### config.mk
export PLATFORM = sky130hd
export DESIGN_NAME = ccm_regs
export DESIGN_NICKNAME = d
export VERILOG_FILES = /design/src/ccm_regs.v
export VERILOG_INCLUDE_DIRS = /design/src
export SDC_FILE = /design/constraint.sdc
export NUM_CORES = 1
export LEC_CHECK = 0
export BUFFER_PORTS_ARGS = -buffer_cell sky130_fd_sc_hd__buf_2
export CAP_MARGIN = 15
export CORE_MARGIN = 8
export CORE_UTILIZATION = 58
export CTS_CLUSTER_DIAMETER = 30
export CTS_CLUSTER_SIZE = 12
export DETAILED_ROUTE_END_ITERATION = 6
export GPL_ROUTABILITY_DRIVEN = 0
export HOLD_SLACK_MARGIN = 0.05
export PLACE_DENSITY = 0.81
export SLEW_MARGIN = 20
export SYNTH_ARGS = -nofsm -noshare
export SYNTH_HDL_FRONTEND = slang
export SYNTH_SLANG_ARGS = --single-unit
### constraint.sdc
create_clock -name clk -period 7.85 [get_ports clk]
set_clock_uncertainty 0.2 [all_clocks]
set_input_delay 2.355 -clock clk [delete_from_list [all_inputs] [get_ports clk]]
set_output_delay 2.355 -clock clk [all_outputs]
set_load 0.01 [all_outputs]
### src/ccm_defines.vh
// Constants of the charger configuration and mask register bank.
// Included by ccm_regs.v; holds definitions only.
`ifndef CCM_DEFINES_VH
`define CCM_DEFINES_VH

// Register offsets
`define CCM_OFS_EVENT_MASK_TWO   8'h07
`define CCM_OFS_CFG_DELAY_MASK   8'h08
`define CCM_OFS_CFG_SERVO_PROT   8'h09
`define CCM_OFS_VOLTAGE_CODE_HI  8'h0a

// Reset values
`define CCM_RST_EVENT_MASK_TWO   8'h00
`define CCM_RST_CFG_DELAY_MASK   8'h28
`define CCM_RST_CFG_SERVO_PROT   8'hf3
`define CCM_RST_VOLTAGE_CODE_HI  8'h32
`define CCM_RST_VOLTAGE_CODE     11'h190

// Writable bits; all others ignore writes and read zero
`define CCM_WR_EVENT_MASK_TWO    8'h7f
`define CCM_WR_CFG_DELAY_MASK    8'hf8
`define CCM_WR_CFG_SERVO_PROT    8'hff
`define CCM_WR_VOLTAGE_CODE_HI   8'hff

// Field positions
`define CCM_PG_DLY_HI            7
`define CCM_PG_DLY_LO            6
`define CCM_GLOBAL_MASK_BIT      5
`define CCM_BIAS_DLY_HI          4
`define CCM_BIAS_DLY_LO          3
`define CCM_SERVO_CLK_HI         7
`define CCM_SERVO_CLK_LO         6
`define CCM_DISCH_SERVO_BIT      5
`define CCM_DISCH_OFF_BIT        4
`define CCM_UVP_DISABLE_BIT      3
`define CCM_LATCH_OFF_BIT        2
`define CCM_AUX5V_EN_BIT         1
`define CCM_AUX_LDO_EN_BIT       0

// Voltage code saturation point
`define CCM_VCODE_SAT            11'h780
// Output step, in 0.1 mV units (12.5 mV)
`define CCM_VOUT_STEP_TENTH_MV   18'd125

// Delay timing: one delay step is 250 us at a 20 MHz clock
`define CCM_CLK_MHZ              20
`define CCM_DLY_STEP_US          250
`define CCM_DLY_STEP_CYCLES      (`CCM_DLY_STEP_US * `CCM_CLK_MHZ)
// Delay lengths in 250 us steps: power-good 0/0.25/1/4 ms, bias-good 1/1.25/1.5/3 ms
`define CCM_PG_TICKS_0           5'd0
`define CCM_PG_TICKS_1           5'd1
`define CCM_PG_TICKS_2           5'd4
`define CCM_PG_TICKS_3           5'd16
`define CCM_BIAS_TICKS_0         5'd4
`define CCM_BIAS_TICKS_1         5'd5
`define CCM_BIAS_TICKS_2         5'd6
`define CCM_BIAS_TICKS_3         5'd12

// Base servo step period in clock cycles
`define CCM_SERVO_BASE_CYCLES    20

`endif

### src/ccm_regs.v
// Charger configuration and mask register bank with delay timers and servo step divider.
// Assumes a serial-bus front end outside that turns host transfers into byte
// register accesses on the internal port, all synchronous to clk.
//
// Behaviour
// - Mask-two bits 6..0 suppress matching flag-two events
// - Global mask forces all mask bits to one
// - Global mask clear: stored mask bits apply
// - Power-good delay: 0, 0.25, 1, 4 ms
// - Bias-good delay: 1, 1.25, 1.5, 3 ms
// - Servo step period base times 1,2,4,8
// - Discharge resistor used while servoing downward
// - Discharge resistor used while converter disabled
// - Bit three disables undervoltage protection
// - Bit two selects latch-off over hiccup
// - Bit one enables auxiliary 5 V converter
// - Bit zero enables auxiliary linear regulator
// - Code bits 10..3 here, reset 0x32
// - Each code step is 12.5 mV output
// - Combined voltage code resets to 0x190
// - Codes 0x780 and above saturate at 24 V
// - Effectively masked flag raises no event
// - New code applies only on load strobe
`timescale 1ns/10ps
`include "ccm_defines.vh"

module ccm_regs #(
    parameter DLY_STEP_CYCLES   = `CCM_DLY_STEP_CYCLES,
    parameter SERVO_BASE_CYCLES = `CCM_SERVO_BASE_CYCLES
) (
    // Clock and reset
    input  wire        clk,
    input  wire        reset,
    // Internal register port
    input  wire [7:0]  reg_addr,
    input  wire [7:0]  reg_wdata,
    input  wire        reg_wr,
    input  wire        reg_rd,
    output reg  [7:0]  reg_rdata,
    output reg         reg_rvalid,
    // Event flags and first mask byte kept elsewhere
    input  wire [7:0]  event_flags_one,
    input  wire [7:0]  event_flags_two,
    input  wire [7:0]  event_mask_one,
    output reg  [7:0]  event_raise_one,
    output reg  [7:0]  event_raise_two,
    output reg         event_raise_any,
    // Voltage code
    input  wire [2:0]  voltage_code_low,
    input  wire        voltage_code_load,
    output reg  [10:0] voltage_code_active,
    output reg  [10:0] voltage_code_sat,
    output reg  [17:0] vout_tenth_mv,
    // Good indicators
    input  wire        power_good_cond,
    input  wire        bias_good_cond,
    output wire        power_good_pin,
    output wire        bias_good_pin,
    // Converter control
    input  wire        main_converter_on,
    input  wire        servo_down,
    output reg         servo_step,
    output reg         discharge_on,
    output wire        undervoltage_protect_disable,
    output wire        latch_off_select,
    output wire        aux_5v_enable,
    output wire        aux_regulator_enable
);

    reg  [7:0] event_mask_two_reg;
    reg  [7:0] cfg_delay_mask_reg;
    reg  [7:0] cfg_servo_prot_reg;
    reg  [7:0] voltage_code_high_reg;
    reg  [15:0] servo_cnt_reg;

    wire        global_mask = cfg_delay_mask_reg[`CCM_GLOBAL_MASK_BIT];
    wire [1:0]  pg_sel      = cfg_delay_mask_reg[`CCM_PG_DLY_HI:`CCM_PG_DLY_LO];
    wire [1:0]  bias_sel    = cfg_delay_mask_reg[`CCM_BIAS_DLY_HI:`CCM_BIAS_DLY_LO];
    wire [1:0]  servo_sel   = cfg_servo_prot_reg[`CCM_SERVO_CLK_HI:`CCM_SERVO_CLK_LO];
    wire [10:0] code_staged = {voltage_code_high_reg, voltage_code_low};
    wire [15:0] servo_base  = SERVO_BASE_CYCLES[15:0];
    wire [15:0] servo_period;
    wire [7:0]  eff_mask_one;
    wire [7:0]  eff_mask_two;
    wire [1:0]  good_cond;
    wire [1:0]  good_pin;

    // Writable-bit mask for an offset; zero means unmapped
    function [7:0] ccm_wr_mask;
        input [7:0] addr;
        begin
            case (addr)
                `CCM_OFS_EVENT_MASK_TWO:  ccm_wr_mask = `CCM_WR_EVENT_MASK_TWO;
                `CCM_OFS_CFG_DELAY_MASK:  ccm_wr_mask = `CCM_WR_CFG_DELAY_MASK;
                `CCM_OFS_CFG_SERVO_PROT:  ccm_wr_mask = `CCM_WR_CFG_SERVO_PROT;
                `CCM_OFS_VOLTAGE_CODE_HI: ccm_wr_mask = `CCM_WR_VOLTAGE_CODE_HI;
                default:                  ccm_wr_mask = 8'h00;
            endcase
        end
    endfunction

    // Delay length in 250 us steps for channel 0 (power-good) or 1 (bias-good)
    function [4:0] ccm_delay_ticks;
        input       chan;
        input [1:0] sel;
        begin
            case ({chan, sel})
                3'h0:    ccm_delay_ticks = `CCM_PG_TICKS_0;
                3'h1:    ccm_delay_ticks = `CCM_PG_TICKS_1;
                3'h2:    ccm_delay_ticks = `CCM_PG_TICKS_2;
                3'h3:    ccm_delay_ticks = `CCM_PG_TICKS_3;
                3'h4:    ccm_delay_ticks = `CCM_BIAS_TICKS_0;
                3'h5:    ccm_delay_ticks = `CCM_BIAS_TICKS_1;
                3'h6:    ccm_delay_ticks = `CCM_BIAS_TICKS_2;
                3'h7:    ccm_delay_ticks = `CCM_BIAS_TICKS_3;
                default: ccm_delay_ticks = 5'd0;
            endcase
        end
    endfunction

    // Register writes; only writable bits change, bit 7 of mask two stays zero
    always @(posedge clk or posedge reset) begin
        if (reset) begin
            event_mask_two_reg    <= `CCM_RST_EVENT_MASK_TWO;
            cfg_delay_mask_reg    <= `CCM_RST_CFG_DELAY_MASK;
            cfg_servo_prot_reg    <= `CCM_RST_CFG_SERVO_PROT;
            voltage_code_high_reg <= `CCM_RST_VOLTAGE_CODE_HI;
        end else if (reg_wr) begin
            case (reg_addr)
                `CCM_OFS_EVENT_MASK_TWO:
                    event_mask_two_reg <= reg_wdata & ccm_wr_mask(reg_addr);
                `CCM_OFS_CFG_DELAY_MASK:
                    cfg_delay_mask_reg <= reg_wdata & ccm_wr_mask(reg_addr);
                `CCM_OFS_CFG_SERVO_PROT:
                    cfg_servo_prot_reg <= reg_wdata & ccm_wr_mask(reg_addr);
                `CCM_OFS_VOLTAGE_CODE_HI:
                    voltage_code_high_reg <= reg_wdata & ccm_wr_mask(reg_addr);
                default: ;
            endcase
        end
    end

    // Read data registered one cycle after the strobe; unmapped offsets read zero
    always @(posedge clk or posedge reset) begin
        if (reset) begin
            reg_rdata  <= 8'h00;
            reg_rvalid <= 1'b0;
        end else begin
            reg_rvalid <= reg_rd;
            if (reg_rd) begin
                case (reg_addr)
                    `CCM_OFS_EVENT_MASK_TWO:  reg_rdata <= event_mask_two_reg & ccm_wr_mask(reg_addr);
                    `CCM_OFS_CFG_DELAY_MASK:  reg_rdata <= cfg_delay_mask_reg & ccm_wr_mask(reg_addr);
                    `CCM_OFS_CFG_SERVO_PROT:  reg_rdata <= cfg_servo_prot_reg;
                    `CCM_OFS_VOLTAGE_CODE_HI: reg_rdata <= voltage_code_high_reg;
                    default:                  reg_rdata <= 8'h00;
                endcase
            end
        end
    end

    // Effective masks: the global bit overrides stored contents
    assign eff_mask_one = global_mask ? 8'hff : event_mask_one;
    assign eff_mask_two = global_mask ? 8'hff : {1'b0, event_mask_two_reg[6:0]};

    always @(posedge clk or posedge reset) begin
        if (reset) begin
            event_raise_one <= 8'h00;
            event_raise_two <= 8'h00;
            event_raise_any <= 1'b0;
        end else begin
            event_raise_one <= event_flags_one & ~eff_mask_one;
            event_raise_two <= event_flags_two & ~eff_mask_two;
            event_raise_any <= |{event_flags_one & ~eff_mask_one, event_flags_two & ~eff_mask_two};
        end
    end

    // Staged code becomes active only on the load strobe; a write alone changes nothing
    always @(posedge clk or posedge reset) begin
        if (reset) begin
            voltage_code_active <= `CCM_RST_VOLTAGE_CODE;
            voltage_code_sat    <= `CCM_RST_VOLTAGE_CODE;
            vout_tenth_mv       <= 18'd0;
        end else begin
            if (voltage_code_load) begin
                voltage_code_active <= code_staged;
            end
            if (voltage_code_active >= `CCM_VCODE_SAT) begin
                voltage_code_sat <= `CCM_VCODE_SAT;
            end else begin
                voltage_code_sat <= voltage_code_active;
            end
            vout_tenth_mv <= {7'd0, voltage_code_sat} * `CCM_VOUT_STEP_TENTH_MV;
        end
    end

    // Good-indicator delays; each restarts whenever its condition drops
    assign good_cond = {bias_good_cond, power_good_cond};

    genvar gi;
    generate
        for (gi = 0; gi < 2; gi = gi + 1) begin : g_dly
            reg  [16:0] cyc_reg;
            reg  [4:0]  tick_reg;
            reg         pin_reg;
            wire [4:0]  target = ccm_delay_ticks(gi == 1, gi == 0 ? pg_sel : bias_sel);

            always @(posedge clk or posedge reset) begin
                if (reset) begin
                    cyc_reg  <= 17'd0;
                    tick_reg <= 5'd0;
                    pin_reg  <= 1'b0;
                end else if (!good_cond[gi]) begin
                    cyc_reg  <= 17'd0;
                    tick_reg <= 5'd0;
                    pin_reg  <= 1'b0;
                end else if (tick_reg >= target) begin
                    pin_reg <= 1'b1;
                end else if (cyc_reg == DLY_STEP_CYCLES - 1) begin
                    cyc_reg  <= 17'd0;
                    tick_reg <= tick_reg + 5'd1;
                end else begin
                    cyc_reg <= cyc_reg + 17'd1;
                end
            end
            assign good_pin[gi] = pin_reg;
        end
    endgenerate

    assign power_good_pin = good_pin[0];
    assign bias_good_pin  = good_pin[1];

    // Servo step enable; a period change takes hold at once, as the running count is compared with the new period
    assign servo_period = servo_base << servo_sel;

    always @(posedge clk or posedge reset) begin
        if (reset) begin
            servo_cnt_reg <= 16'd0;
            servo_step    <= 1'b0;
        end else if (servo_cnt_reg >= servo_period - 16'd1) begin
            servo_cnt_reg <= 16'd0;
            servo_step    <= 1'b1;
        end else begin
            servo_cnt_reg <= servo_cnt_reg + 16'd1;
            servo_step    <= 1'b0;
        end
    end

    always @(posedge clk or posedge reset) begin
        if (reset) begin
            discharge_on <= 1'b0;
        end else begin
            discharge_on <= (servo_down & cfg_servo_prot_reg[`CCM_DISCH_SERVO_BIT])
                          | (~main_converter_on & cfg_servo_prot_reg[`CCM_DISCH_OFF_BIT]);
        end
    end

    assign undervoltage_protect_disable = cfg_servo_prot_reg[`CCM_UVP_DISABLE_BIT];
    assign latch_off_select             = cfg_servo_prot_reg[`CCM_LATCH_OFF_BIT];
    assign aux_5v_enable                = cfg_servo_prot_reg[`CCM_AUX5V_EN_BIT];
    assign aux_regulator_enable         = cfg_servo_prot_reg[`CCM_AUX_LDO_EN_BIT];

endmodule

# ---- Word level (Yosys, flattened, before mapping)
# Cells that the tools add are included.
dict set report totals {
  in_bits 52
  elab_cells 108
  register_bits 162
  output_inout_bits 74
}
dict set report classes {
  eq_ne 18
  magnitude_cmp 4
  n_mul 1
  bitwise 14
  mux 34
  n_shift 1
  add_sub_neg 6
  n_reduce_logical 9
}
# op count
set op_table {}
lappend op_table {{$mux W17} 6}
lappend op_table {{$mux W8} 12}
lappend op_table {{$and A8 B8 Y8} 8}
lappend op_table {{$pmux W5 S4} 2}
lappend op_table {{$add A17 B1 Y17 const B} 2}
lappend op_table {{$eq A17 B13 Y1 const B} 2}
lappend op_table {{$pmux W8 S4} 1}
lappend op_table {{$mux W5} 6}
lappend op_table {{$eq A8 B4 Y1 const B} 3}
lappend op_table {{$mul A11 B7 Y18 const B} 1}
lappend op_table {{$add A16 B1 Y16 const B} 1}
lappend op_table {{$ge A16 B16 Y1} 1}
lappend op_table {{$mux W16} 1}
lappend op_table {{$not A8 Y8} 2}
lappend op_table {{$reduce_or A16 Y1} 1}
lappend op_table {{$shl A5 B2 Y16 const A} 1}
lappend op_table {{$sub A16 B1 Y16 const B} 1}
lappend op_table {{$reduce_and A2 Y1} 6}
lappend op_table {{$ge A11 B11 Y1 const B} 1}
lappend op_table {{$mux W11} 1}
lappend op_table {{$add A5 B1 Y5 const B} 2}
lappend op_table {{$ge A5 B5 Y1} 2}
lappend op_table {{$eq A2 B2 Y1 const B} 4}
lappend op_table {{$eq A8 B3 Y1 const B} 1}
lappend op_table {{8 further kinds} 19}

# ---- Longest topological paths before layout
dict set report depth {
  depth_word 5
  ltp_mapped 15
  depth_no_buf 15
}

# ---- Least setup slack after synthesis
# OpenSTA, ideal clock, no wires.
dict set report synth_timing {
  kind {register to register}
  startpoint {register voltage_code_sat[0]}
  endpoint {register vout_tenth_mv[14]}
  n_path_buf 0
  path_slack_ns 3.514
  setup_time_ns 0.080
  t_arrival_ns 4.056
  period_less_slack_ns 4.336
  required_ns 7.570
  stages_incl_launch_ff 14
  cell_sequence {dfrtp_1 > fa_1 > fa_1 > inv_1 > fa_1 > fa_1 > inv_1 > ha_1 > o21ai_0 > o21ai_0 > a2111oi_2 > o31ai_1 > a21oi_1 > xnor2_1}
}
dict set report synth_via {
  elab_chain_cells 1
}
# element line_no
set synth_lines {}
lappend synth_lines {{start, declared} ccm_regs.v:52} ;# output reg [10:0] voltage_code_sat,
lappend synth_lines {{start signal, assigned} ccm_regs.v:182} ;# voltage_code_sat <= `CCM_RST_VOLTAGE_CODE;
lappend synth_lines {{start signal, assigned} ccm_regs.v:189} ;# voltage_code_sat <= `CCM_VCODE_SAT;
lappend synth_lines {{start signal, assigned} ccm_regs.v:191} ;# voltage_code_sat <= voltage_code_active;
lappend synth_lines {{$mul A11 B7 Y18 (no source line)} -}
lappend synth_lines {{end signal, assigned} ccm_regs.v:193} ;# vout_tenth_mv <= {7'd0, voltage_code_sat} * `CCM_VOUT_STEP_TENTH_MV;
lappend synth_lines {{end, declared} ccm_regs.v:53} ;# output reg [17:0] vout_tenth_mv,
# No other way between the ends.
# A chain may end at the register's enable or synchronous reset.

# ---- Worst setup path after layout
# Ends and elaborated chain as after synthesis.

==> results.json <==
{
  "route.met2.wl_mm": 9.858,
  "status": "finished clean",
  "drive_gt1_frac": 0.2341,
  "drtIter0Drc": 549,
  "hold_path_startpoint": "voltage_code_active[8]",
  "ys_top_cells_by_count": "141 x dfrtp_1, 80 x inv_1, 72 x ha_1, 56 x nor2_1, 46 x o21ai_0",
  "yosysWarnings": 0,
  "worstPathRequired_ns": 8.00,
  "crit_fanout": 6,
  "final_util": 0.6837,
  "ys.flop_type": "dfrtp_1",
  "crit_path_start_kind": "register",
  "initial_utilization": 0.5912,
  "io_pins": 126,
  "finalMaxSlewViolations": 0,
  "globalRouteOverflowTotal": 0,
  "first_global_vias": 6927,
  "async_flop_share": 1.000,
  "num_rows": 45,
  "p_seq_frac": 0.409,
  "dieArea_um2": 19670,
  "max_freq_mhz": 216.4,
  "nets": 1119,
  "wl_per_cell_um": 17.05,
  "area_growth_pct": 15.63,
  "cp_slowest_cell": "a2111oi_2",
  "ys_top_cells_by_area": "dfrtp_1 39%, ha_1 10%, fa_1 7.6%, dfstp_2 5.0%, mux2_2 4.9%",
  "nFillCells": 1085,
  "grt_start_max_net_pins": 113,
  "grt.total_usage": 0.2098,
  "holdCritPathClass": "register to register",
  "synth.distinct_cells": 63,
  "vias": 6662,
  "maxCapViolations": 0,
  "synth-seq-cells": 158,
  "ant_nets": 0,
  "cts_hold_buf": 0,
  "critPathTopFamily": "adder cells",
  "die_w_um": 140.3,
  "cpMostUsedCell": "fa_1",
  "h-tree-depth": 4,
  "crit_arrival_ns": 4.77,
  "dr.pass1.iters": 6,
  "clkPwrFrac": 0.370,
  "routed.top_layer": "met4",
  "cts_tree": "done",
  "finalSetupViolCount": 0,
  "yosysTopAreaCell": "dfrtp_1",
  "wl_met3_mm": 1.298,
  "setup.worst_path.end_class": "register",
  "core_area_um2": 15150,
  "port_buffers": 125,
  "path_cells": "fa_1 -> fa_1 -> inv_1 -> fa_1 -> fa_1 -> inv_1 -> ha_1 -> o21ai_0 -> o21ai_0 -> a2111oi_2 -> o31ai_1 -> a21oi_1 -> xnor2_1",
  "post-cts-setup-buffers": 0,
  "setup_tns_ns": 0,
  "root_buffer": "clkbuf_16",
  "critical_path_class": "register to register",
  "syn_area_um2": 8955,
  "yosysMostFrequentCell": "dfrtp_1",
  "routed_wl_mm": 19.81,
  "timing.rr.start": "voltage_code_sat[0]",
  "drc_errors": 0,
  "synth_edf_count": 0,
  "grt_pass1_wl_mm": 33.61,
  "yosysSeqAreaShare": 0.4439,
  "p_leak_nw": 5.049,
  "numClockSinks": 158,
  "diodes": 0,
  "synthesis.area_per_instance_um2": 10.72,
  "crit_buf_inv": 2,
  "netlist_instances": 835,
  "pwr-share-comb": 0.222,
  "switchingPower_mw": 0.7013,
  "slowest_delay_ns": 0.58,
  "antenna_found_initial": 0,
  "timing.final.crit_share": 0.5888,
  "max-slew-margin-rel": 0.3855,
  "power_density_nw_per_um2": 220.7,
  "rsz0062_at_grt": "no",
  "swShare": 0.3069,
  "cts_max_path_buffers": 2,
  "dpl.hpwl_mm": 14.36,
  "clock_latency_ns": 0.43,
  "die_height_um": 140.3,
  "hold_viol": 0,
  "viasPerCell": 5.733,
  "fin_crit_ns": 4.622,
  "ir_drop_v": 0.0001758,
  "post_cts_resize_count": 0,
  "largest_reg_flops": 34,
  "tightest_slew_ns": 0.9147,
  "path_clk_slew_ns": 0.06,
  "wirelength_met1_mm": 8.204,
  "cts_buffers": 17,
  "yosysTopAreaCellShare": 0.3940,
  "p_int_mw": 1.584,
  "crit_start": "voltage_code_sat[0]"
}
## worst paths after layout
kind                                        end  slack (ns)  depth (start not counted)
min in group asynchronous  g_dly[0].cyc_reg[16]        1.88                          2
max reg2reg                   vout_tenth_mv[14]        3.23                         13
min reg2reg                 voltage_code_sat[8]        0.18                          0
max in group asynchronous          reg_rdata[6]        4.47                          3
max                           vout_tenth_mv[14]        3.23                         13
min                         voltage_code_sat[8]        0.18                          0
## metrics by stage
stage | cells | power [mW] | instance area (µm²) | hold slack [ns] | worst slack, ns
2_1_floorplan | 836 | 1.299 | 8959 | 0.2251 | 1.060
3_3_place_gp | 1130 | 1.425 | 9752 | 0.1708 | 3.238
3_5_place_dp | 1130 | 1.446 | 9752 | 0.1728 | 3.049
4_1_cts | 1162 | 2.300 | 10350 | 0.1840 | 3.215
5_1_grt | 1162 | 2.407 | 10350 | 0.1861 | 2.863
6_report | 1162 | 2.285 | 10350 | 0.1845 | 3.228
## power groups by stage
| stage | Sequential, mW | Clock [mW] | Combinational [mW] |
|---|---|---|---|
| 2_1_floorplan | 0.963 | 0 | 0.336 |
| 3_3_place_gp | 0.946 | 0 | 0.479 |
| 3_5_place_dp | 0.948 | 0 | 0.499 |
| 4_1_cts | 0.934 | 0.855 | 0.510 |
| 5_1_grt | 0.944 | 0.887 | 0.577 |
| 6_report | 0.934 | 0.845 | 0.506 |
## final cells by class
class                      instances  area (µm²)  share of cell area
tap                              188       235.2             0.02272
clock inverter                    14       171.4             0.01655
sequential                       158        3975              0.3839
timing repair buffer             127       640.6             0.06187
multi-input combinational        576        4592              0.4435
inverter                          81       311.5             0.03009
clock buffer                      18       429.2             0.04145
## placed cells by master (no fill, tap or decap), types with 17 or more instances in the layout
cell type	instances
a21oi_1	28
buf_2	125
clkbuf_16	17
dfrtp_1	141
dfstp_2	17
fa_1	34
ha_1	72
inv_1	79
mux2_2	39
nand2_1	44
nand3_1	27
nor2_1	56
o21ai_0	45
xnor2_1	21
## metal layers
layer,vias to the layer above,track usage
met5,-,0
met4,0,0.08629
met3,32,0.05810
met2,200,0.3532
met1,3258,0.2491
li1,3172,-
## cells by family after synthesis
family,synth area share
simple gates,0.1449
other cells,0.0004188
flops,0.4439
xor+xnor,0.03032
fa+ha+maj,0.1766
buf+inv,0.04373
compound gates,0.1055
mux,0.05463
Power figures use the tool's default switching activity.
